[src/phyec_cfg.svh]
// Offsets, field positions, reset values and timing figures of the counter and PCS block
`ifndef PHYEC_CFG_SVH
`define PHYEC_CFG_SVH

`define PHYEC_OFS_FALSE_CARRIER 5'h14
`define PHYEC_OFS_RX_ERROR 5'h15
`define PHYEC_OFS_CODING_CFG 5'h16

`define PHYEC_CNT_MSB 7
`define PHYEC_CNT_MAX 8'hff
`define PHYEC_CNT_HALF 8'h7f

`define PHYEC_BIT_FREE_CLK 11
`define PHYEC_BIT_TRUE_QUIET 10
`define PHYEC_BIT_SD_FORCE 9
`define PHYEC_BIT_SIGNAL_DETECT_OPTION 8
`define PHYEC_BIT_DESCRAMBLER_TIMEOUT_SELECT 7
`define PHYEC_BIT_FORCE_100_OK 5
`define PHYEC_BIT_NRZI_BYPASS 2

`define PHYEC_CFG_RESET 16'h0100
`define PHYEC_CFG_WR_MASK 16'h0fa4

`define PHYEC_CLK_PERIOD_NS 20
`define PHYEC_DESC_SHORT_NS 722000
`define PHYEC_DESC_LONG_NS 2000000

`endif

[src/phyec_pkg.sv]
// Types shared by the counter and PCS configuration block
package phyec_pkg;
	typedef enum logic [1:0] {
		PHYEC_LINK_DOWN = 2'b01,
		PHYEC_LINK_UP = 2'b10
	} phyec_link_state_t;

	typedef logic [16:0] phyec_timer_t;
endpackage

[src/phyec_regs.sv]
// Error counters and 100 Mb/s coding sublayer configuration registers
`timescale 1ns/1ps
`include "phyec_cfg.svh"

// Overview of operation
// False carrier events counted in 8 bits
// False carrier count sticks at FFh
// Counts reset zero, cleared by read
// Unused high bits read zero, ignore writes
// Count carrier with invalid symbol received
// At most one count per carrier
// No count when carrier saw collision
// Receive error count sticks at maximum
// Bit 10 selects true quiet transmit
// Bit 9 forces signal detect asserted
// Option one: loss of lock ignored
// Option zero: lost lock drops link
// Bit 7 picks 722us or 2ms timeout
// Bit 5 forces good 100 link
// Bit 2 bypasses NRZI coding
// Manager writes zero to reserved bits; the model clears only bits 12, 6, 4, 3, 1 and 0, and the bench sets bits 15:13
// Reset value: only option bit set
// Half-full events go to interrupt logic
// Half-full event once per MSB rise
module phyec_regs
	import phyec_pkg::*;
#(
	parameter int unsigned DESC_SHORT_CYCLES = `PHYEC_DESC_SHORT_NS / `PHYEC_CLK_PERIOD_NS,
	parameter int unsigned DESC_LONG_CYCLES = `PHYEC_DESC_LONG_NS / `PHYEC_CLK_PERIOD_NS
) (
	input wire logic clk,
	input wire logic resetn,
	input wire logic clk_en,
	input wire logic [4:0] mgmt_addr,
	input wire logic mgmt_rd,
	input wire logic mgmt_wr,
	input wire logic [15:0] mgmt_wdata,
	output logic [15:0] mgmt_rdata,
	input wire logic false_carrier_event,
	input wire logic rx_carrier,
	input wire logic rx_symbol_error,
	input wire logic rx_collision,
	input wire logic signal_level_valid,
	input wire logic descrambler_sync,
	output logic signal_detect,
	output logic descrambler_locked,
	output logic link_100_ok,
	output logic true_quiet_enable,
	output logic nrzi_bypass,
	output logic free_rx_clock,
	output logic false_carrier_half_full_event,
	output logic receive_error_half_full_event
);
	logic [15:0] rdata_q;
	logic [15:0] cfg_q;
	logic [7:0] false_carrier_count_q;
	logic [7:0] receive_error_count_q;
	logic carrier_q;
	logic err_seen_q;
	logic coll_seen_q;
	logic lock_q;
	phyec_timer_t timer_q;
	phyec_timer_t timeout_limit;
	phyec_link_state_t link_q;
	logic fc_hf_q;
	logic re_hf_q;
	logic rd_fc;
	logic rd_re;
	logic wr_cfg;
	logic carrier_end;
	logic re_inc;
	logic signal_detect_force;
	logic signal_detect_option;
	logic force_good_link;

	// Reads and writes are single-cycle strobes from the management frame engine
	assign rd_fc = mgmt_rd && (mgmt_addr == `PHYEC_OFS_FALSE_CARRIER);
	assign rd_re = mgmt_rd && (mgmt_addr == `PHYEC_OFS_RX_ERROR);
	assign wr_cfg = mgmt_wr && (mgmt_addr == `PHYEC_OFS_CODING_CFG);

	assign signal_detect_force = cfg_q[`PHYEC_BIT_SD_FORCE];
	assign signal_detect_option = cfg_q[`PHYEC_BIT_SIGNAL_DETECT_OPTION];
	assign force_good_link = cfg_q[`PHYEC_BIT_FORCE_100_OK];
	assign true_quiet_enable = cfg_q[`PHYEC_BIT_TRUE_QUIET];
	assign nrzi_bypass = cfg_q[`PHYEC_BIT_NRZI_BYPASS];
	assign free_rx_clock = cfg_q[`PHYEC_BIT_FREE_CLK];
	assign signal_detect = signal_level_valid || signal_detect_force;
	assign descrambler_locked = lock_q;
	assign link_100_ok = force_good_link || (link_q == PHYEC_LINK_UP);
	assign mgmt_rdata = rdata_q;
	assign false_carrier_half_full_event = fc_hf_q;
	assign receive_error_half_full_event = re_hf_q;

	// Reserved bits are masked so a careless write cannot reach them
	always_ff @(posedge clk) begin
		if (!resetn) begin
			cfg_q <= `PHYEC_CFG_RESET;
		end else if (clk_en && wr_cfg) begin
			cfg_q <= mgmt_wdata & `PHYEC_CFG_WR_MASK;
		end
	end

	always_ff @(posedge clk) begin
		if (!resetn) begin
			rdata_q <= 16'h0000;
		end else if (clk_en && mgmt_rd) begin
			if (mgmt_addr == `PHYEC_OFS_FALSE_CARRIER) begin
				rdata_q <= {8'h00, false_carrier_count_q};
			end else if (mgmt_addr == `PHYEC_OFS_RX_ERROR) begin
				rdata_q <= {8'h00, receive_error_count_q};
			end else if (mgmt_addr == `PHYEC_OFS_CODING_CFG) begin
				rdata_q <= cfg_q;
			end else begin
				rdata_q <= 16'h0000;
			end
		end
	end

	// An event in the read cycle is kept as the first count after the clear
	always_ff @(posedge clk) begin
		if (!resetn) begin
			false_carrier_count_q <= 8'h00;
		end else if (clk_en) begin
			if (rd_fc) begin
				false_carrier_count_q <= {7'h00, false_carrier_event};
			end else if (false_carrier_event && false_carrier_count_q != `PHYEC_CNT_MAX) begin
				false_carrier_count_q <= false_carrier_count_q + 8'h01; // see R1
			end
		end
	end

	// Carrier tracking: error and collision seen anywhere in the carrier
	assign carrier_end = carrier_q && !rx_carrier;
	assign re_inc = carrier_end && err_seen_q && !coll_seen_q; // see R5 see R6

	always_ff @(posedge clk) begin
		if (!resetn) begin
			carrier_q <= 1'b0;
			err_seen_q <= 1'b0;
			coll_seen_q <= 1'b0;
		end else if (clk_en) begin
			carrier_q <= rx_carrier;
			if (rx_carrier) begin
				err_seen_q <= err_seen_q || rx_symbol_error;
				coll_seen_q <= coll_seen_q || rx_collision;
			end else begin
				err_seen_q <= 1'b0;
				coll_seen_q <= 1'b0;
			end
		end
	end

	always_ff @(posedge clk) begin
		if (!resetn) begin
			receive_error_count_q <= 8'h00;
		end else if (clk_en) begin
			if (rd_re) begin
				receive_error_count_q <= {7'h00, re_inc};
			end else if (re_inc && receive_error_count_q != `PHYEC_CNT_MAX) begin
				receive_error_count_q <= receive_error_count_q + 8'h01; // see R5
			end
		end
	end

	// Half-full pulses on the MSB rise only, so a stuck count cannot re-fire
	always_ff @(posedge clk) begin
		if (!resetn) begin
			fc_hf_q <= 1'b0;
			re_hf_q <= 1'b0;
		end else if (clk_en) begin
			fc_hf_q <= !false_carrier_count_q[`PHYEC_CNT_MSB] && !rd_fc && false_carrier_event
				&& (false_carrier_count_q == `PHYEC_CNT_HALF);
			re_hf_q <= !receive_error_count_q[`PHYEC_CNT_MSB] && !rd_re && re_inc
				&& (receive_error_count_q == `PHYEC_CNT_HALF);
		end else begin
			fc_hf_q <= 1'b0;
			re_hf_q <= 1'b0;
		end
	end

	// Long timeout lets jumbo frames pass without losing descrambler sync
	assign timeout_limit = cfg_q[`PHYEC_BIT_DESCRAMBLER_TIMEOUT_SELECT] ? phyec_timer_t'(DESC_LONG_CYCLES)
		: phyec_timer_t'(DESC_SHORT_CYCLES);

	always_ff @(posedge clk) begin
		if (!resetn) begin
			timer_q <= 17'h00000;
			lock_q <= 1'b0;
		end else if (clk_en) begin
			if (descrambler_sync) begin
				timer_q <= 17'h00000;
				lock_q <= 1'b1;
			end else if (timer_q >= timeout_limit - 17'h00001) begin
				lock_q <= 1'b0;
			end else begin
				timer_q <= timer_q + 17'h00001;
			end
		end
	end

	always_ff @(posedge clk) begin
		if (!resetn) begin
			link_q <= PHYEC_LINK_DOWN;
		end else if (clk_en) begin
			case (link_q)
				PHYEC_LINK_DOWN: begin
					if (signal_detect && lock_q) begin
						link_q <= PHYEC_LINK_UP; // see R11
					end
				end
				PHYEC_LINK_UP: begin
					if (!signal_detect) begin
						link_q <= PHYEC_LINK_DOWN;
					end else if (!signal_detect_option && !lock_q) begin
						link_q <= PHYEC_LINK_DOWN;
					end
				end
				default: begin
					link_q <= PHYEC_LINK_DOWN;
				end
			endcase
		end
	end

	AST_FC_INC: assert property (@(posedge clk) disable iff (!resetn)
		clk_en && false_carrier_event && !rd_fc && false_carrier_count_q != 8'hff
		|=> false_carrier_count_q == $past(false_carrier_count_q) + 8'h01)
		else $error("false carrier count did not step");

	AST_FC_SAT: assert property (@(posedge clk) disable iff (!resetn)
		clk_en && !rd_fc && false_carrier_count_q == 8'hff |=> false_carrier_count_q == 8'hff)
		else $error("false carrier count wrapped");

	AST_COR: assert property (@(posedge clk) disable iff (!resetn)
		clk_en && rd_fc && !false_carrier_event
		|=> false_carrier_count_q == 8'h00 && rdata_q == {8'h00, $past(false_carrier_count_q)})
		else $error("read did not return and clear false carrier count");

	AST_RSVD: assert property (@(posedge clk) disable iff (!resetn)
		clk_en && mgmt_rd && mgmt_addr != `PHYEC_OFS_CODING_CFG |=> rdata_q[15:8] == 8'h00)
		else $error("reserved bits read nonzero");

	AST_RE_ONCE: assert property (@(posedge clk) disable iff (!resetn)
		clk_en && !rd_re && rx_carrier |=> $stable(receive_error_count_q))
		else $error("receive error count moved during carrier");

	AST_RE_COLL: assert property (@(posedge clk) disable iff (!resetn)
		clk_en && !rd_re && carrier_end && coll_seen_q |=> $stable(receive_error_count_q))
		else $error("receive error counted despite collision");

	AST_RE_INC: assert property (@(posedge clk) disable iff (!resetn)
		clk_en && !rd_re && carrier_end && err_seen_q && !coll_seen_q
		&& receive_error_count_q != 8'hff
		|=> receive_error_count_q == $past(receive_error_count_q) + 8'h01)
		else $error("receive error not counted");

	AST_RE_SAT: assert property (@(posedge clk) disable iff (!resetn)
		clk_en && !rd_re && receive_error_count_q == 8'hff |=> receive_error_count_q == 8'hff)
		else $error("receive error count wrapped");

	AST_FORCE_LINK: assert property (@(posedge clk) disable iff (!resetn)
		cfg_q[`PHYEC_BIT_FORCE_100_OK] |-> link_100_ok)
		else $error("forced link not reported");

	AST_SD_FORCE: assert property (@(posedge clk) disable iff (!resetn)
		cfg_q[`PHYEC_BIT_SD_FORCE] |-> signal_detect)
		else $error("signal detect not forced");

	AST_LINK_DROP: assert property (@(posedge clk) disable iff (!resetn)
		clk_en && link_q == PHYEC_LINK_UP && !signal_detect_option && !lock_q
		|=> link_q == PHYEC_LINK_DOWN)
		else $error("link held after lock loss");

	AST_RESET_CFG: assert property (@(posedge clk)
		!resetn |=> cfg_q == 16'h0100 && false_carrier_count_q == 8'h00)
		else $error("wrong reset state");

	AST_HALF: assert property (@(posedge clk) disable iff (!resetn)
		clk_en && !rd_fc && false_carrier_event && false_carrier_count_q == 8'h7f
		|=> fc_hf_q ##1 !fc_hf_q)
		else $error("half-full event not single pulse");

	AST_RE_HALF: assert property (@(posedge clk) disable iff (!resetn)
		clk_en && !rd_re && re_inc && receive_error_count_q == 8'h7f
		|=> re_hf_q ##1 !re_hf_q)
		else $error("receive half-full event not single pulse");

	AST_FC_HF_ONLY: assert property (@(posedge clk) disable iff (!resetn)
		fc_hf_q |-> false_carrier_count_q == 8'h80)
		else $error("false carrier half-full event off the midpoint");

	AST_RE_HF_ONLY: assert property (@(posedge clk) disable iff (!resetn)
		re_hf_q |-> receive_error_count_q == 8'h80)
		else $error("receive half-full event off the midpoint");

	AST_WR_CNT: assert property (@(posedge clk) disable iff (!resetn)
		clk_en && mgmt_wr && !mgmt_rd && mgmt_addr == `PHYEC_OFS_FALSE_CARRIER
		&& !false_carrier_event |=> $stable(false_carrier_count_q))
		else $error("write altered false carrier count");

	AST_CFG_RSVD: assert property (@(posedge clk) disable iff (!resetn)
		clk_en && mgmt_rd && mgmt_addr == `PHYEC_OFS_CODING_CFG
		|=> (rdata_q & ~`PHYEC_CFG_WR_MASK) == 16'h0000)
		else $error("reserved config bits read nonzero");

	AST_TQ_WR: assert property (@(posedge clk) disable iff (!resetn)
		clk_en && wr_cfg
		|=> true_quiet_enable == $past(mgmt_wdata[`PHYEC_BIT_TRUE_QUIET]))
		else $error("true quiet enable not written");

	AST_NRZI_WR: assert property (@(posedge clk) disable iff (!resetn)
		clk_en && wr_cfg
		|=> nrzi_bypass == $past(mgmt_wdata[`PHYEC_BIT_NRZI_BYPASS]))
		else $error("nrzi bypass not written");

	AST_SD_FOLLOW: assert property (@(posedge clk) disable iff (!resetn)
		!signal_detect_force |-> signal_detect == signal_level_valid)
		else $error("signal detect not following signal level");

	AST_LINK_UP: assert property (@(posedge clk) disable iff (!resetn)
		clk_en && link_q == PHYEC_LINK_DOWN && signal_detect && lock_q
		|=> link_q == PHYEC_LINK_UP)
		else $error("link not raised on signal and lock");

	AST_LINK_KEEP: assert property (@(posedge clk) disable iff (!resetn)
		clk_en && link_q == PHYEC_LINK_UP && signal_detect && signal_detect_option
		|=> link_q == PHYEC_LINK_UP)
		else $error("link dropped with signal valid and option set");

	AST_SIG_DROP: assert property (@(posedge clk) disable iff (!resetn)
		clk_en && link_q == PHYEC_LINK_UP && !signal_detect
		|=> link_q == PHYEC_LINK_DOWN)
		else $error("link held after signal loss");

	AST_LOCK_SET: assert property (@(posedge clk) disable iff (!resetn)
		clk_en && descrambler_sync |=> descrambler_locked)
		else $error("descrambler lock not set on sync");

	AST_LOCK_TIMEOUT: assert property (@(posedge clk) disable iff (!resetn)
		clk_en && !descrambler_sync && timer_q == timeout_limit - 17'h00001
		|=> !descrambler_locked)
		else $error("descrambler lock outlived its timeout");

	AST_FREEZE: assert property (@(posedge clk) disable iff (!resetn)
		!clk_en |=> $stable(false_carrier_count_q) && $stable(receive_error_count_q)
		&& $stable(cfg_q) && $stable(link_q))
		else $error("state moved while clock enable low");

	AST_RESET_ALL: assert property (@(posedge clk)
		!resetn |=> receive_error_count_q == 8'h00 && !lock_q && !fc_hf_q && !re_hf_q
		&& link_q == PHYEC_LINK_DOWN && rdata_q == 16'h0000)
		else $error("wrong reset state of counters and link");

	COV_FC_SAT: cover property (@(posedge clk) false_carrier_count_q == 8'hff);
	COV_RE_INC: cover property (@(posedge clk) re_inc && !rd_re);
	COV_LINK_UP: cover property (@(posedge clk) link_q == PHYEC_LINK_UP);
	COV_LOCK_LOST: cover property (@(posedge clk) $fell(lock_q));
	COV_RE_HALF: cover property (@(posedge clk) re_hf_q);
endmodule

[config.mk]
export PLATFORM = sky130hd
export DESIGN_NAME = phyec_regs
export DESIGN_NICKNAME = d
export VERILOG_FILES = /design/src/phyec_pkg.sv /design/src/phyec_regs.sv
export VERILOG_INCLUDE_DIRS = /design/src
export SDC_FILE = /design/constraint.sdc
export NUM_CORES = 1
export LEC_CHECK = 0
export BUFFER_PORTS_ARGS = -buffer_cell sky130_fd_sc_hd__buf_2
export CELL_PAD_IN_SITES_DETAIL_PLACEMENT = 2
export CELL_PAD_IN_SITES_GLOBAL_PLACEMENT = 2
export CORE_UTILIZATION = 33
export CTS_CLUSTER_DIAMETER = 120
export DETAILED_ROUTE_END_ITERATION = 16
export PLACE_DENSITY = 0.77
export SLEW_MARGIN = 0
export SYNTH_ARGS = -nofsm -noshare
export SYNTH_HDL_FRONTEND = slang
export SYNTH_SLANG_ARGS = --single-unit
[constraint.sdc]
create_clock -name clk -period 2.7 [get_ports clk]
set_input_delay 0.135 -clock clk [delete_from_list [all_inputs] [get_ports clk]]
set_output_delay 0.135 -clock clk [all_outputs]
set_load 0.01 [all_outputs]
Word level (Yosys, flattened, before mapping)
Index checks and enable logic that the tools add are counted.

$add $sub $neg: 4. $mul: 0. Div/mod/pow operators: 0. Order comparisons: 1. Equal/unequal tests: 12. Shifts and indexed selects: 0. Multiplexer cells: 18. Bitwise gates (word level): 0. Reduce and logical (&&, ||, !) cells: 39.

Operators by type and width (number): 17-bit two-way mux (3); 12-bit two-way mux (3); 8-bit two-way mux (4); 1-bit logical AND (18); 17-bit by 1-bit adder with 17-bit output (second input constant) (1); 17-bit >= comparator (1); 17-bit by 1-bit subtractor with 17-bit output (second input constant) (1); 8-bit by 1-bit adder with 8-bit output (second input constant) (2); 8-bit by 7-bit == test with 1-bit output (second input constant) (2); 8-bit inequality test (second input constant) (2); 5-bit == test (second input constant) (3); 2-bit AND reduction (5); 1-bit zero test (8); 2-bit two-way mux (3); 2-bit nonzero test (3); 1-bit logical OR (4); 1-bit two-way mux (4); 2-bit inequality test (second input constant) (2); 2-bit case mux with 2 select lines (1); 3-bit by 2-bit inequality test with 1-bit output (second input constant) (1); 3-bit AND reduction (1); 2-bit by 1-bit == test with 1-bit output (second input constant) (1); 2-bit == test (second input constant) (1).

Bits in registers: 64. Bits in latches: 0. Bits in writable memories: 0. Bits in read-only memories: 0. Output and inout port bits: 24. Logic and storage cells: 86. Memories: 0.

Longest topological paths before layout
Gate-level depths: netlist of run 1.

Word-level depth: 7. Mapped depth: 9. Gate-level depth less buffers: 8.

Worst setup path after synthesis of run 1
OpenSTA, ideal clock, no wires.

Kind: reg-to-reg. Start point: reg cfg_q[7]. End point: reg timer_q[2]. Library setup time: 117 ps. Arrival time: 2180 ps. Path slack: 403 ps. Stages on the path, launching flop included: 9. Path buffers: 1. Period minus slack after synthesis: 2297 ps. Cells stage by stage: dfxtp_1 ha_1 or4_4 a31oi_4 nand4_2 o311ai_4 buf_2 o21ai_1 a32o_1.

Cells in the longest elaborated chain, start to end: 5.

Ends and longest elaborated chain: start, declared (RTL line phyec_regs.sv:55) `logic [15:0] cfg_q;`; start signal, assigned (RTL line phyec_regs.sv:97) `` cfg_q <= `PHYEC_CFG_RESET; ``; start signal, assigned (RTL line phyec_regs.sv:99) `` cfg_q <= mgmt_wdata & `PHYEC_CFG_WR_MASK; ``; 17-bit two-way mux (RTL line phyec_regs.sv:182) `` assign timeout_limit = cfg_q[`PHYEC_BIT_DESCRAMBLER_TIMEOUT_SELECT] ? phyec_timer_t'(DESC_LONG_CYCLES) ``; 17-bit by 1-bit subtractor with 17-bit output (RTL line phyec_regs.sv:193) `end else if (timer_q >= timeout_limit - 17'h00001) begin`; 17-bit >= comparator (RTL line phyec_regs.sv:193); 2-bit inequality test (no source line); 2-bit AND reduction (no source line); end signal, assigned (RTL line phyec_regs.sv:196) `timer_q <= timer_q + 17'h00001;`; end, declared (RTL line phyec_regs.sv:62) `phyec_timer_t timer_q;`.

No other way between the ends. A chain may end at the register's enable or synchronous reset.

Worst setup path in the final report of run 1
Start point: reg cfg_q[7]. End point: reg timer_q[15].

The elaborated chain is that of the path after synthesis.

==> PnR_summary.wiki, run 1 <==
{| class="wikitable"
! Metric !! Value
|-
| Outcome || finished clean
|-
| Portion of the clock cycle consumed by the worst path in the final layout || 98.12%
|-
| Depth of the CTS H-tree || 3
|-
| Slew at the pin closest to its max-slew limit || 608.7 ps
|-
| Layout Nets || 462
|-
| Fraction of synthesized cell area in xor and xnor cells || 3.344%
|-
| Multi-input gate area in the final layout || 1848 µm²
|-
| Register-to-register setup slack || 50 ps
|-
| Area fraction of the dominant cell type after synthesis || 38.22%
|-
| CP arrival || 2910 ps
|-
| Total clock sinks || 60
|-
| Power per unit of standard cell area || 498.0 nW/µm²
|-
| Insertion delay to the later sink of the worst-skew pair || 340 ps
|-
| Area enclosed by the die boundary || 9918 µm²
|-
| Initial antenna violation count || 0
|-
| Area of placed instances || 3508 µm²
|-
| Portion of the post-synthesis area used by sequential elements || 38.22%
|-
| Clock root buffer || sky130_fd_sc_hd__clkbuf_8
|-
| CP delay by family, top || simple AND/OR/NAND/NOR gates
|-
| Main combinational cell family by area after synthesis || simple AND/OR/NAND/NOR gates
|-
| Wire length after detailed routing || 10120 µm
|-
| HPWL after DPL || 7038 µm
|-
| Fraction of layout cells with a size suffix above 1 || 19.86%
|-
| Finished Core Util || 40.58%
|-
| Detailed-router iteration count before antenna repair || 4
|-
| Gate Count Post-Synth || 370
|-
| Input/output buffers || 42
|-
| Final hold violations || 0
|-
| Fill cell count || 1034
|-
| Post-detailed-route DRC marker count || 0
|-
| Upper clock frequency limit || 0.3775 GHz
|-
| Layout overhead on the synthesized area || 19.31%
|-
| Clock tree buffer depth || 2
|-
| Crit start category || register
|-
| Post-CTS clock slew at the launch and capture registers of the worst setup and hold paths || 70 ps
|-
| Via-to-Cell Ratio || 5.437
|-
| Number of flops mapped to enable cells by yosys || 0
|-
| Fraction of the mapped netlist area in adder cells || 4.379%
|-
| Hold WC Path Type || in -> reg
|-
| Post-synth top flop || sky130_fd_sc_hd__dfxtp_1
|-
| Cell accounting for the most synthesized area || sky130_fd_sc_hd__dfxtp_1
|-
| Fraction of the mapped netlist area in simple logic gates || 28.58%
|-
| Starting density of the core || 34.01%
|-
| Number of diodes added for antenna fixing || 0
|-
| Average cell area after synthesis || 8.495 µm²
|-
| Clock tree from TritonCTS || done
|-
| Cells traversed along the worst timing path || clkinvlp_4, buf_4, ha_1, and4_1, a21oi_2, nand4_2, o311ai_4, or4b_1, a31oi_1
|-
| Cell Area, Synth || 3143 µm²
|-
| Static power due to leakage || 1.497 nW
|-
| Critical setup path kind || reg -> reg
|-
| Required time of the critical path || 2960 ps
|-
| Storage cell area || 1205 µm²
|-
| Async S/R FF share, synth || 0%
|-
| First DRT Iteration DRCs || 87
|-
| Worst setup skew after layout || 8.337 ps
|-
| Number of hold buffers added after cts || 0
|-
| Total grt overflow || 0
|-
| Critical-path top delay cell || sky130_fd_sc_hd__or4b_1
|-
| Mux share of post-synthesis cell area || 5.812%
|-
| Type of destination of the critical path || register
|-
| Area contributors post-synth || sky130_fd_sc_hd__dfxtp_1, sky130_fd_sc_hd__mux2i_1, sky130_fd_sc_hd__nand2_1
|-
| Minimum clock period after layout || 2649 ps
|-
| Die Span Y || 99.59 µm
|-
| Count of synthesis-stage warnings from yosys || 0
|-
| Largest vdd supply drop || 169.6 µV
|-
| Vias in the first global route || 3204
|-
| Critical path peak fanout || 6
|-
| Buffers plus inverters on the worst setup path || 2
|-
| Number of synthesized register bits || 60
|-
| Wire length of the first global-routing pass || 16390 µm
|-
| Area of the core || 9240 µm²
|-
| Count of maximum capacitance violations || 0
|-
| Count of final max-slew check failures || 0
|-
| Largest net degree at the start of global routing || 29
|-
| Setup-failing EPs final || 0
|-
| Compound-gate portion of the synthesized area || 15.76%
|-
| Count of different cell masters after synthesis || 55
|-
| Horizontal die dimension || 99.59 µm
|-
| Routed wirelength normalized by instance count || 18.33 µm
|-
| Total via count in the routed design || 3001
|-
| Number of clock buffers inserted by TritonCTS || 9
|-
| Cell row count || 35
|-
| Final Wtd Congestion || 0.7590
|-
| Worst relative slew slack || 59.32%
|-
| Number of ports placed on the die boundary || 56
|-
| Slowest stage delay, CP || 460 ps
|-
| GRT Overall Usage || 21.43%
|-
| Total non-filler cell area in the finished layout || 3750 µm²
|-
| Number of nets with antenna violations after routing || 0
|}
## layout make-up
cell class,count,share of cell area [%]
multi-input cells,286,49.28
flip-flops and latches,60,32.13
repair buffers,57,8.609
well taps,129,4.304
clock buffers,10,3.670
clock inverters,5,1.401
inverters,5,0.6006
## power breakdown
group / total (mW) / switching (mW) / internal (mW) / leakage [nW]
Sequential: 0.909 / 0.0130 / 0.896 / 0.486
Combinational: 0.150 / 0.0948 / 0.0549 / 0.914
Clock: 0.809 / 0.368 / 0.441 / 0.0979
## tightest hold or removal path: cells and delay by family
kind          cells  cell delay, ps
mux               1              60
buf+inv           1              80
simple gates      1              90
## routing by layer
layer  global-route usage, %  up-vias  share of wire [%]
li1                        -     1434                  -
met1                   26.10     1497                 47
met2                   38.51       61                 49
met3                   3.092        9                2.9
met4                   7.240        0                1.2
met5                       0        -                  0
## cell usage after synthesis (4+ instances only)
cell                       instances
sky130_fd_sc_hd__xor2_1            8
sky130_fd_sc_hd__a31oi_1           6
sky130_fd_sc_hd__nand3b_1          6
sky130_fd_sc_hd__mux2i_1          16
sky130_fd_sc_hd__a32o_1            5
sky130_fd_sc_hd__dfxtp_1          60
sky130_fd_sc_hd__o21ai_0           6
sky130_fd_sc_hd__xnor2_1           4
sky130_fd_sc_hd__clkbuf_1         14
sky130_fd_sc_hd__and3_1            8
sky130_fd_sc_hd__nor3b_1           4
sky130_fd_sc_hd__nor2b_1           6
sky130_fd_sc_hd__nand4b_1          4
sky130_fd_sc_hd__nand3_1          15
sky130_fd_sc_hd__nor3_1           13
sky130_fd_sc_hd__nor4_1            4
sky130_fd_sc_hd__ha_1             11
sky130_fd_sc_hd__nand4_1          10
sky130_fd_sc_hd__nand2b_1          8
sky130_fd_sc_hd__nand2_1          38
sky130_fd_sc_hd__buf_4             4
sky130_fd_sc_hd__inv_1             5
sky130_fd_sc_hd__nor2_1           37
sky130_fd_sc_hd__o21ai_1           8
sky130_fd_sc_hd__a21oi_1          26
## metrics by stage
stage	TNS (ps)	std cells	power, mW	setup WS [ps]	hold WS (ps)
floorplan	0	373	1.018	402.7	263.8
global placement	0	533	1.067	182.6	371.9
global route	-222.5	552	1.949	-49.24	65.34
finish	0	552	1.868	50.71	59.19
detailed placement	0	533	1.075	56.38	384.7
CTS	0	548	1.895	85.60	50.78
## registers in the layout (all words and copies together), names as in the netlist
name / cells
timer_q: 17
mgmt_rdata: 12
false_carrier_count_q: 8
receive_error_count_q: 8
cfg_q: 7
link_q: 2
carrier_q: 1
coll_seen_q: 1
descrambler_locked: 1
err_seen_q: 1
false_carrier_half_full_event: 1
receive_error_half_full_event: 1
## placed cells by master, fill, tap and decap left out, types with 9 or more instances in the layout
| master | synthesis | final |
|---|---|---|
| sky130_fd_sc_hd__dfxtp_1 | 60 | 59 |
| sky130_fd_sc_hd__nand4_1 | 10 | 10 |
| sky130_fd_sc_hd__clkbuf_8 | 0 | 10 |
| sky130_fd_sc_hd__nand3_1 | 15 | 15 |
| sky130_fd_sc_hd__nor2_1 | 37 | 37 |
| sky130_fd_sc_hd__o21ai_1 | 8 | 9 |
| sky130_fd_sc_hd__nand2_1 | 38 | 38 |
| sky130_fd_sc_hd__nor3_1 | 13 | 13 |
| sky130_fd_sc_hd__mux2i_1 | 16 | 16 |
| sky130_fd_sc_hd__buf_4 | 4 | 15 |
| sky130_fd_sc_hd__buf_2 | 2 | 42 |
| sky130_fd_sc_hd__ha_1 | 11 | 11 |
| sky130_fd_sc_hd__a21oi_1 | 26 | 24 |
## path summary, 6_finish.rpt
check / depth (start not counted) / end / from
worst max-delay path: 9 / timer_q[15]$_SDFFE_PN0P_ / cfg_q[7]$_SDFFE_PN0P_
worst min-delay path: 3 / cfg_q[11]$_SDFFE_PN0P_ / mgmt_wdata[11]
worst min register to register: 2 / mgmt_rdata[10]$_SDFFE_PN0P_ / mgmt_rdata[10]$_SDFFE_PN0P_
worst max register to register: 9 / timer_q[15]$_SDFFE_PN0P_ / cfg_q[7]$_SDFFE_PN0P_
## timing repair
| action | in CTS | in global routing |
|---|---|---|
| endpoints found under the setup margin | 6 | 7 |
| resized for setup | 2 | 5 |
| pin swaps | 0 | 2 |
| buffers inserted | 0 | 4 |
## cell families (layout without fill, tap and decap cells)
| logic type | Yosys count | count (layout) |
|---|---|---|
| AND/OR/NAND/NOR | 169 | 169 |
| AO/OA/AOI/OAI | 72 | 72 |
| flip-flops | 60 | 60 |
| buffers and inverters | 27 | 77 |
| multiplexers | 18 | 18 |
| XOR/XNOR | 12 | 12 |
| adder cells (fa/ha/maj) | 11 | 11 |
| other | 1 | 4 |
Note: power is estimated with default switching activity, not from simulation.
==> inputs of run 2 (changes only) <==
Settings changed: CORE_UTILIZATION 33 to 36, PLACE_DENSITY 0.77 to 0.83.
Clock period 2.7 ns to 3.35 ns, I/O delays scaled along.
==> run 2 against run 1 <==
Against the previous run:
- die area decreased by 8.2%
- hold slack better by 22 ps
- sequential cell count stayed put
- combinational power is 22% lower
- first-iteration DRC count fell by 15%
- utilization up 3.3 points
- routed wire length rose by 3.4%
- cell count fell by 6.0%
- clock skew grew 3.1 ps
- non-clock buffer count decreased by 10
- count of clock-buffer cells in the layout is the same
- fmax down 11%
- highest routed layer unchanged
==> PnR_summary.wiki, run 2 (synthesized netlist as in run 1, its figures left out) <==
{| class="wikitable"
! Metric !! Value
|-
| Outcome || finished clean (unchanged)
|-
| Wire length of the first global-routing pass || 16550 µm (was 16390 µm)
|-
| Final total negative setup slack || 0 ps (unchanged)
|-
| Post-detailed-route DRC marker count || 0 (unchanged)
|-
| Number of ports placed on the die boundary || 56 (unchanged)
|-
| Number of diodes added for antenna fixing || 0 (unchanged)
|-
| Met3 track demand over resource in global routing || 3.668% (was 3.092%)
|-
| Fraction of layout cells with a size suffix above 1 || 16.91% (was 19.86%)
|-
| First DRT Iteration DRCs || 74 (was 87)
|-
| Input/output buffers || 42 (unchanged)
|-
| Portion of the clock cycle consumed by the worst path in the final layout || 88.62% (was 98.12%)
|-
| Total via count in the routed design || 2986 (was 3001)
|-
| Clock root buffer || sky130_fd_sc_hd__clkbuf_8 (unchanged)
|-
| Vias in the first global route || 3126 (was 3204)
|-
| Die Span Y || 95.44 µm (was 99.59 µm)
|-
| Post_cts resized || 0 (was 2)
|-
| Static power due to leakage || 1.454 nW (was 1.497 nW)
|-
| Fill cell count || 940 (was 1034)
|-
| Post-CTS clock slew at the launch and capture registers of the worst setup and hold paths || 80 ps (was 70 ps)
|-
| Cell row count || 33 (was 35)
|-
| Count of final max-slew check failures || 0 (unchanged)
|-
| Number of clock buffers inserted by TritonCTS || 9 (unchanged)
|-
| Cell count after placement || 503 (was 533)
|-
| Via-to-Cell Ratio || 5.753 (was 5.437)
|-
| Slew at the pin closest to its max-slew limit || 828.8 ps (was 608.7 ps)
|-
| Depth of the CTS H-tree || 3 (unchanged)
|-
| Area of the core || 8341 µm² (was 9240 µm²)
|-
| GRT met1 Usage || 30.48% (was 26.10%)
|-
| HPWL after DPL || 7285 µm (was 7038 µm)
|-
| Slowest stage delay, CP || 530 ps (was 460 ps)
|-
| Area enclosed by the die boundary || 9108 µm² (was 9918 µm²)
|-
| Minimum clock period after layout || 2969 ps (was 2649 ps)
|-
| Layout Nets || 452 (was 462)
|-
| Horizontal die dimension || 95.44 µm (was 99.59 µm)
|-
| Clock tree buffer depth || 2 (unchanged)
|-
| Post-CTS setup repair buffer count || 0 (unchanged)
|-
| Critical setup path kind || reg -> reg (unchanged)
|-
| Largest net degree at the start of global routing || 29 (unchanged)
|-
| Total grt overflow || 0 (unchanged)
|-
| Routing usage on met2 || 41.49% (was 38.51%)
|-
| Insertion delay to the later sink of the worst-skew pair || 350 ps (was 340 ps)
|-
| RSZ-0062 raised after global routing || no
|-
| Setup-failing EPs final || 0 (unchanged)
|-
| Final Wtd Congestion || 0.7659 (was 0.7590)
|-
| Critical path peak fanout || 8 (was 6)
|-
| Number of nets with antenna violations after routing || 0 (unchanged)
|-
| Power per unit of standard cell area || 437.1 nW/µm² (was 498.0 nW/µm²)
|-
| Total clock sinks || 60 (unchanged)
|-
| Type of destination of the critical path || register (unchanged)
|-
| Count of maximum capacitance violations || 0 (unchanged)
|-
| Layout overhead on the synthesized area || 16.40% (was 19.31%)
|-
| Largest vdd supply drop || 170.0 µV (was 169.6 µV)
|-
| Clock tree from TritonCTS || done (unchanged)
|-
| Final hold violations || 0 (unchanged)
|-
| Finished Layout Cells || 519 (was 552)
|-
| Initial antenna violation count || 0 (unchanged)
|-
| GRT busiest layer || met2 (unchanged)
|-
| Crit start category || register (unchanged)
|-
| Final Power || 1.599 mW (was 1.868 mW)
|-
| Detailed-router iteration count before antenna repair || 4 (unchanged)
|-
| Worst setup skew after layout || 11.46 ps (was 8.337 ps)
|-
| Starting density of the core || 37.68% (was 34.01%)
|-
| Leading cell type in the layout, fill and taps excluded || sky130_fd_sc_hd__dfxtp_1 (unchanged)
|-
| Routed wirelength normalized by instance count || 20.16 µm (was 18.33 µm)
|-
| GRT Overall Usage || 24.21% (was 21.43%)
|-
| Critical-path top delay cell || sky130_fd_sc_hd__nor4bb_1 (was sky130_fd_sc_hd__or4b_1)
|-
| Worst relative slew slack || 43.99% (was 59.32%)
|-
| Upper clock frequency limit || 0.3368 GHz (was 0.3775 GHz)
|-
| Cells traversed along the worst timing path || inv_1, ha_1, nor4bb_1, nand2_1, o21ai_0, o311ai_4, nor2b_1, a32o_1 (was clkinvlp_4, buf_4, ha_1, and4_1, a21oi_2, nand4_2, o311ai_4, or4b_1, a31oi_1)
|-
| Required time of the critical path || 3580 ps (was 2960 ps)
|-
| CP arrival || 3200 ps (was 2910 ps)
|-
| Number of hold buffers added after cts || 0 (unchanged)
|-
| Wire length after detailed routing || 10460 µm (was 10120 µm)
|-
| Number of flip-flops under the largest register name || 17 (unchanged)
|-
| Most frequent cells in the layout || sky130_fd_sc_hd__dfxtp_1, sky130_fd_sc_hd__buf_2, sky130_fd_sc_hd__nand2_1 (unchanged)
|-
| Hold WC Path Type || in -> reg (unchanged)
|-
| Largest reg by FF count || timer_q (unchanged)
|}
run 2: cell count changes in the layout (fill, tap and decap cells not counted), moves of 2 or more:
| cell | before | now |
|---|---|---|
| sky130_fd_sc_hd__clkinv_2 | 3 | 1 |
| sky130_fd_sc_hd__a21oi_2 | 2 | 0 |
| sky130_fd_sc_hd__a21oi_1 | 24 | 26 |
| sky130_fd_sc_hd__buf_4 | 15 | 5 |
run 2: area by class of cell:
class / instances / area [µm²] / share of cell area (%)
Tap cell: 105 / 131.4 / 3.591
Clock buffer: 10 / 137.6 / 3.762
Multi-Input combinational cell: 286 / 1834 / 50.14
Inverter: 5 / 18.77 / 0.5130
Timing Repair Buffer: 47 / 247.7 / 6.772
Clock inverter: 6 / 87.58 / 2.394
Sequential cell: 60 / 1201 / 32.83
run 2: metrics by stage:
stage | util (%) | instance area (µm²) | hold WS, ps | worst slack (ps)
after floorplan | - | 3154 | 296.3 | 1053
after global placement | 41.16 | 3433 | 404.8 | 664.4
after detailed placement | 41.16 | 3433 | 416.1 | 449.3
after CTS | 43.86 | 3659 | 77.17 | 401.7
after global routing | 43.86 | 3659 | 94.45 | 153.4
final | 43.86 | 3659 | 80.82 | 381.2
run 2: where the power goes:
group / switching, mW / total, mW / internal, mW
sequential: 0.00963 / 0.732 / 0.723
combinational: 0.0762 / 0.117 / 0.0410
clock: 0.312 / 0.750 / 0.438
total: 0.398 / 1.60 / 1.20
run 2: metal layers:
metal / vias to the layer above / share of wire [%]
li1: 1419 / -
met1: 1483 / 46
met2: 69 / 49
met3: 15 / 3.4
met4: 0 / 2.0
met5: - / 0
run 2: worst paths after layout:
check	from	endpoint	cells past startpoint	slack [ps]
min	rx_collision	coll_seen_q$_SDFFE_PN0P_	3	80
min reg2reg	mgmt_rdata[10]$_SDFFE_PN0P_	mgmt_rdata[10]$_SDFFE_PN0P_	2	470
max reg2reg	cfg_q[7]$_SDFFE_PN0P_	timer_q[2]$_SDFFE_PN0P_	8	380
max	cfg_q[7]$_SDFFE_PN0P_	timer_q[2]$_SDFFE_PN0P_	8	380
run 2: critical path, delay by kind of cell, from the launching register on:
kind	cells	cell delay [ps]
buffers and inverters	1	210
adder cells (fa/ha/maj)	1	360
AND/OR/NAND/NOR	3	900
AO/OA/AOI/OAI	3	920
flip-flops	1	460
==> inputs of run 3 (changes only) <==
==> constraint.sdc (replaced) <==
create_clock -name clk -period 3.35 [get_ports clk]
set_input_delay 0 -clock clk [delete_from_list [all_inputs] [get_ports clk]]
set_output_delay 0 -clock clk [all_outputs]
set_load 0.01 [all_outputs]
==> run 3 against run 2 <==
Against the previous run:
- count of clock-buffer cells in the layout stayed put
- sequential cell count unchanged
- global-route usage is 3.2 points higher
- routed wire length is 11% higher
- design area is 2.1% higher
- combinational power up 13%
- hold slack got worse by 15 ps
- first-iteration DRC count up 62%
- critical path depth stayed put
==> PnR_summary.wiki, run 3 (synthesized netlist as in run 1, its figures left out) <==
{| class="wikitable"
! Metric !! Value
|-
| Combinational group share of total power || 8.6% (was 7.3%)
|-
| Final hold violations || 0 (unchanged)
|-
| Worst relative slew slack || 39.24% (was 43.99%)
|-
| Hold Path Depth || 2 (was 3)
|-
| Path depth of the worst reg2reg path || 8 (unchanged)
|-
| Number of ports placed on the die boundary || 56 (unchanged)
|-
| Hold WC Path Type || in -> reg (unchanged)
|-
| Final total negative setup slack || 0 ps (unchanged)
|-
| CP arrival || 3200 ps (about the same)
|-
| Routed wirelength normalized by instance count || 22.05 µm (was 20.16 µm)
|-
| Register-to-register setup slack || 390 ps (was 380 ps)
|-
| Finished Layout Cells || 529 (was 519)
|-
| Number of flip-flops under the largest register name || 17 (unchanged)
|-
| Post-CTS clock slew at the launch and capture registers of the worst setup and hold paths || 70 ps (was 80 ps)
|-
| HPWL after DPL || 7229 µm (was 7285 µm)
|-
| Critical-path top delay cell || sky130_fd_sc_hd__nor4bb_1 (unchanged)
|-
| Insertion delay to the later sink of the worst-skew pair || 350 ps (about the same)
|-
| Leading cell type in the layout, fill and taps excluded || sky130_fd_sc_hd__dfxtp_1 (unchanged)
|-
| Relative contribution of sequential cells to total power || 48.0% (was 45.8%)
|-
| Area of placed instances || 3433 µm² (unchanged)
|-
| Vias in the first global route || 3368 (was 3126)
|-
| Cells traversed along the worst timing path || inv_1, ha_1, nor4bb_1, nand2_1, o21ai_0, o311ai_4, nor2b_1, a32o_1 (unchanged)
|-
| Static power due to leakage || 1.494 nW (was 1.454 nW)
|-
| Clock root buffer || sky130_fd_sc_hd__clkbuf_8 (unchanged)
|-
| Largest vdd supply drop || 172.7 µV (was 170.0 µV)
|-
| Clock group share of total power || 43.4% (was 46.9%)
|-
| Worst path setup slack after routing || 385.0 ps (was 381.2 ps)
|-
| Largest net degree at the start of global routing || 26 (was 29)
|-
| Total via count in the routed design || 3108 (was 2986)
|-
| First DRT Iteration DRCs || 120 (was 74)
|-
| Finished Core Util || 44.76% (was 43.86%)
|-
| Layout overhead on the synthesized area || 18.79% (was 16.40%)
|-
| Die Span Y || 95.44 µm (unchanged)
|-
| Initial antenna violation count || 0 (unchanged)
|-
| Total clock sinks || 60 (unchanged)
|-
| Critical path peak fanout || 8 (unchanged)
|-
| Switching part of the total power || 26.19% (was 24.90%)
|-
| Multi-input gate area in the final layout || 1834 µm² (unchanged)
|-
| Placement-stage worst setup slack || 529.0 ps (was 449.3 ps)
|-
| Count of final max-slew check failures || 0 (unchanged)
|-
| Wire length of the first global-routing pass || 18400 µm (was 16550 µm)
|-
| Fill cell count || 932 (was 940)
|-
| RR Startpoint || cfg_q[7]$_SDFFE_PN0P_ (unchanged)
|-
| Total non-filler cell area in the finished layout || 3734 µm² (was 3659 µm²)
|-
| Hold Startpoint || resetn (was rx_collision)
|-
| Number of clock buffers inserted by TritonCTS || 9 (unchanged)
|-
| Cell row count || 33 (unchanged)
|-
| Total internal power || 1.128 mW (was 1.201 mW)
|-
| Portion of the clock cycle consumed by the worst path in the final layout || 88.51% (was 88.62%)
|-
| Horizontal die dimension || 95.44 µm (unchanged)
|-
| Storage cell area || 1201 µm² (unchanged)
|-
| Type of destination of the critical path || register (unchanged)
|-
| Upper clock frequency limit || 0.3373 GHz (was 0.3368 GHz)
|-
| Outcome || finished clean (unchanged)
|-
| Final Wtd Congestion || 0.7654 (was 0.7659)
|-
| Required time of the critical path || 3580 ps (about the same)
|-
| Number of diodes added for antenna fixing || 0 (unchanged)
|-
| Buffers plus inverters on the worst setup path || 1 (unchanged)
|-
| Minimum clock period after layout || 2965 ps (was 2969 ps)
|-
| Most frequent cells in the layout || sky130_fd_sc_hd__dfxtp_1, sky130_fd_sc_hd__buf_2, sky130_fd_sc_hd__nand2_1 (unchanged)
|-
| Crit start category || register (unchanged)
|-
| Area of the core || 8341 µm² (unchanged)
|-
| Wire length after detailed routing || 11660 µm (was 10460 µm)
|-
| Input/output buffers || 42 (unchanged)
|-
| P_sw || 400.2 µW (was 398.2 µW)
|-
| Slowest stage delay, CP || 580 ps (was 530 ps)
|-
| Depth of the CTS H-tree || 3 (unchanged)
|-
| Clock tree from TritonCTS || done (unchanged)
|-
| Cell count after placement || 503 (unchanged)
|-
| Starting density of the core || 37.68% (unchanged)
|-
| Total stage count of the critical path || 8 (unchanged)
|-
| Worst setup skew after layout || 6.015 ps (was 11.46 ps)
|-
| Largest reg by FF count || timer_q (unchanged)
|-
| Post-detailed-route DRC marker count || 0 (unchanged)
|-
| Number of nets with antenna violations after routing || 0 (unchanged)
|-
| Final Power || 1.528 mW (was 1.599 mW)
|-
| RSZ-0062 raised after global routing || no (unchanged)
|-
| Via-to-Cell Ratio || 5.875 (was 5.753)
|-
| Total grt overflow || 0 (unchanged)
|-
| Minimum hold slack || 65.55 ps (was 80.82 ps)
|-
| Detailed-router iteration count before antenna repair || 4 (unchanged)
|-
| GRT Overall Usage || 27.42% (was 24.21%)
|-
| Count of maximum capacitance violations || 0 (unchanged)
|-
| Area enclosed by the die boundary || 9108 µm² (unchanged)
|-
| Fraction of layout cells with a size suffix above 1 || 16.27% (was 16.91%)
|-
| Setup-failing EPs final || 0 (unchanged)
|-
| Layout Nets || 463 (was 452)
|-
| Post_cts resized || 0 (unchanged)
|-
| Slew at the pin closest to its max-slew limit || 899.1 ps (was 828.8 ps)
|-
| Hold worst-path end || cfg_q[8]$_SDFFE_PN1P_ (was coll_seen_q$_SDFFE_PN0P_)
|-
| Clock tree buffer depth || 2 (unchanged)
|-
| Worst flop-to-flop path endpoint || timer_q[16]$_SDFFE_PN0P_ (was timer_q[2]$_SDFFE_PN0P_)
|-
| CP delay by family, top || simple AND/OR/NAND/NOR gates (was compound AO/OA/AOI/OAI gates)
|-
| Critical setup path kind || reg -> reg (unchanged)
|-
| Power per unit of standard cell area || 409.3 nW/µm² (was 437.1 nW/µm²)
|}
==> run 3: area by class of cell <==
| class | count | share of cell area [%] |
|---|---|---|
| Clock buffer | 10 | 3.686 |
| Sequential cell | 60 | 32.17 |
| Timing Repair Buffer | 58 | 9.584 |
| Tap cell | 105 | 3.519 |
| Multi-Input combinational cell | 286 | 49.13 |
| Clock inverter | 5 | 1.408 |
| Inverter | 5 | 0.5027 |
==> run 3: power groups by stage <==
stage | sequential [mW] | clock [mW] | combinational, mW
floorplan | 0.746 | 0 | 0.0743
global placement | 0.747 | 0 | 0.109
detailed placement | 0.748 | 0 | 0.114
CTS | 0.732 | 0.671 | 0.127
global route | 0.735 | 0.698 | 0.143
finish | 0.734 | 0.663 | 0.132
==> run 3: worst max-delay path by stage <==
| stage | startpoint | slack [ps] | end |
|---|---|---|---|
| after global routing | cfg_q[7]$_SDFFE_PN0P_ | 210 | timer_q[16]$_SDFFE_PN0P_ |
| after detailed placement | cfg_q[7]$_SDFFE_PN0P_ | 530 | timer_q[15]$_SDFFE_PN0P_ |
| after CTS | cfg_q[7]$_SDFFE_PN0P_ | 310 | timer_q[16]$_SDFFE_PN0P_ |
| after global placement | cfg_q[7]$_SDFFE_PN0P_ | 660 | timer_q[3]$_SDFFE_PN0P_ |
| after floorplan | cfg_q[7]$_SDFFE_PN0P_ | 1050 | timer_q[2]$_SDFFE_PN0P_ |
| final | cfg_q[7]$_SDFFE_PN0P_ | 390 | timer_q[16]$_SDFFE_PN0P_ |
==> run 3: timing repair <==
item | in CTS | in global routing
setup endpoints to repair | 0 | 0
hold buffers | 11 | 0
endpoints found under the hold margin | 12 | 0
buffers inserted | 0 | 0
==> run 3: metal layers <==
metal	GRT usage, %	vias up	share of wire, %
met5	0	-	0
met3	4.306	35	3.3
met4	13.18	0	3.2
li1	-	1442	-
met2	47.32	82	49
met1	33.07	1549	44
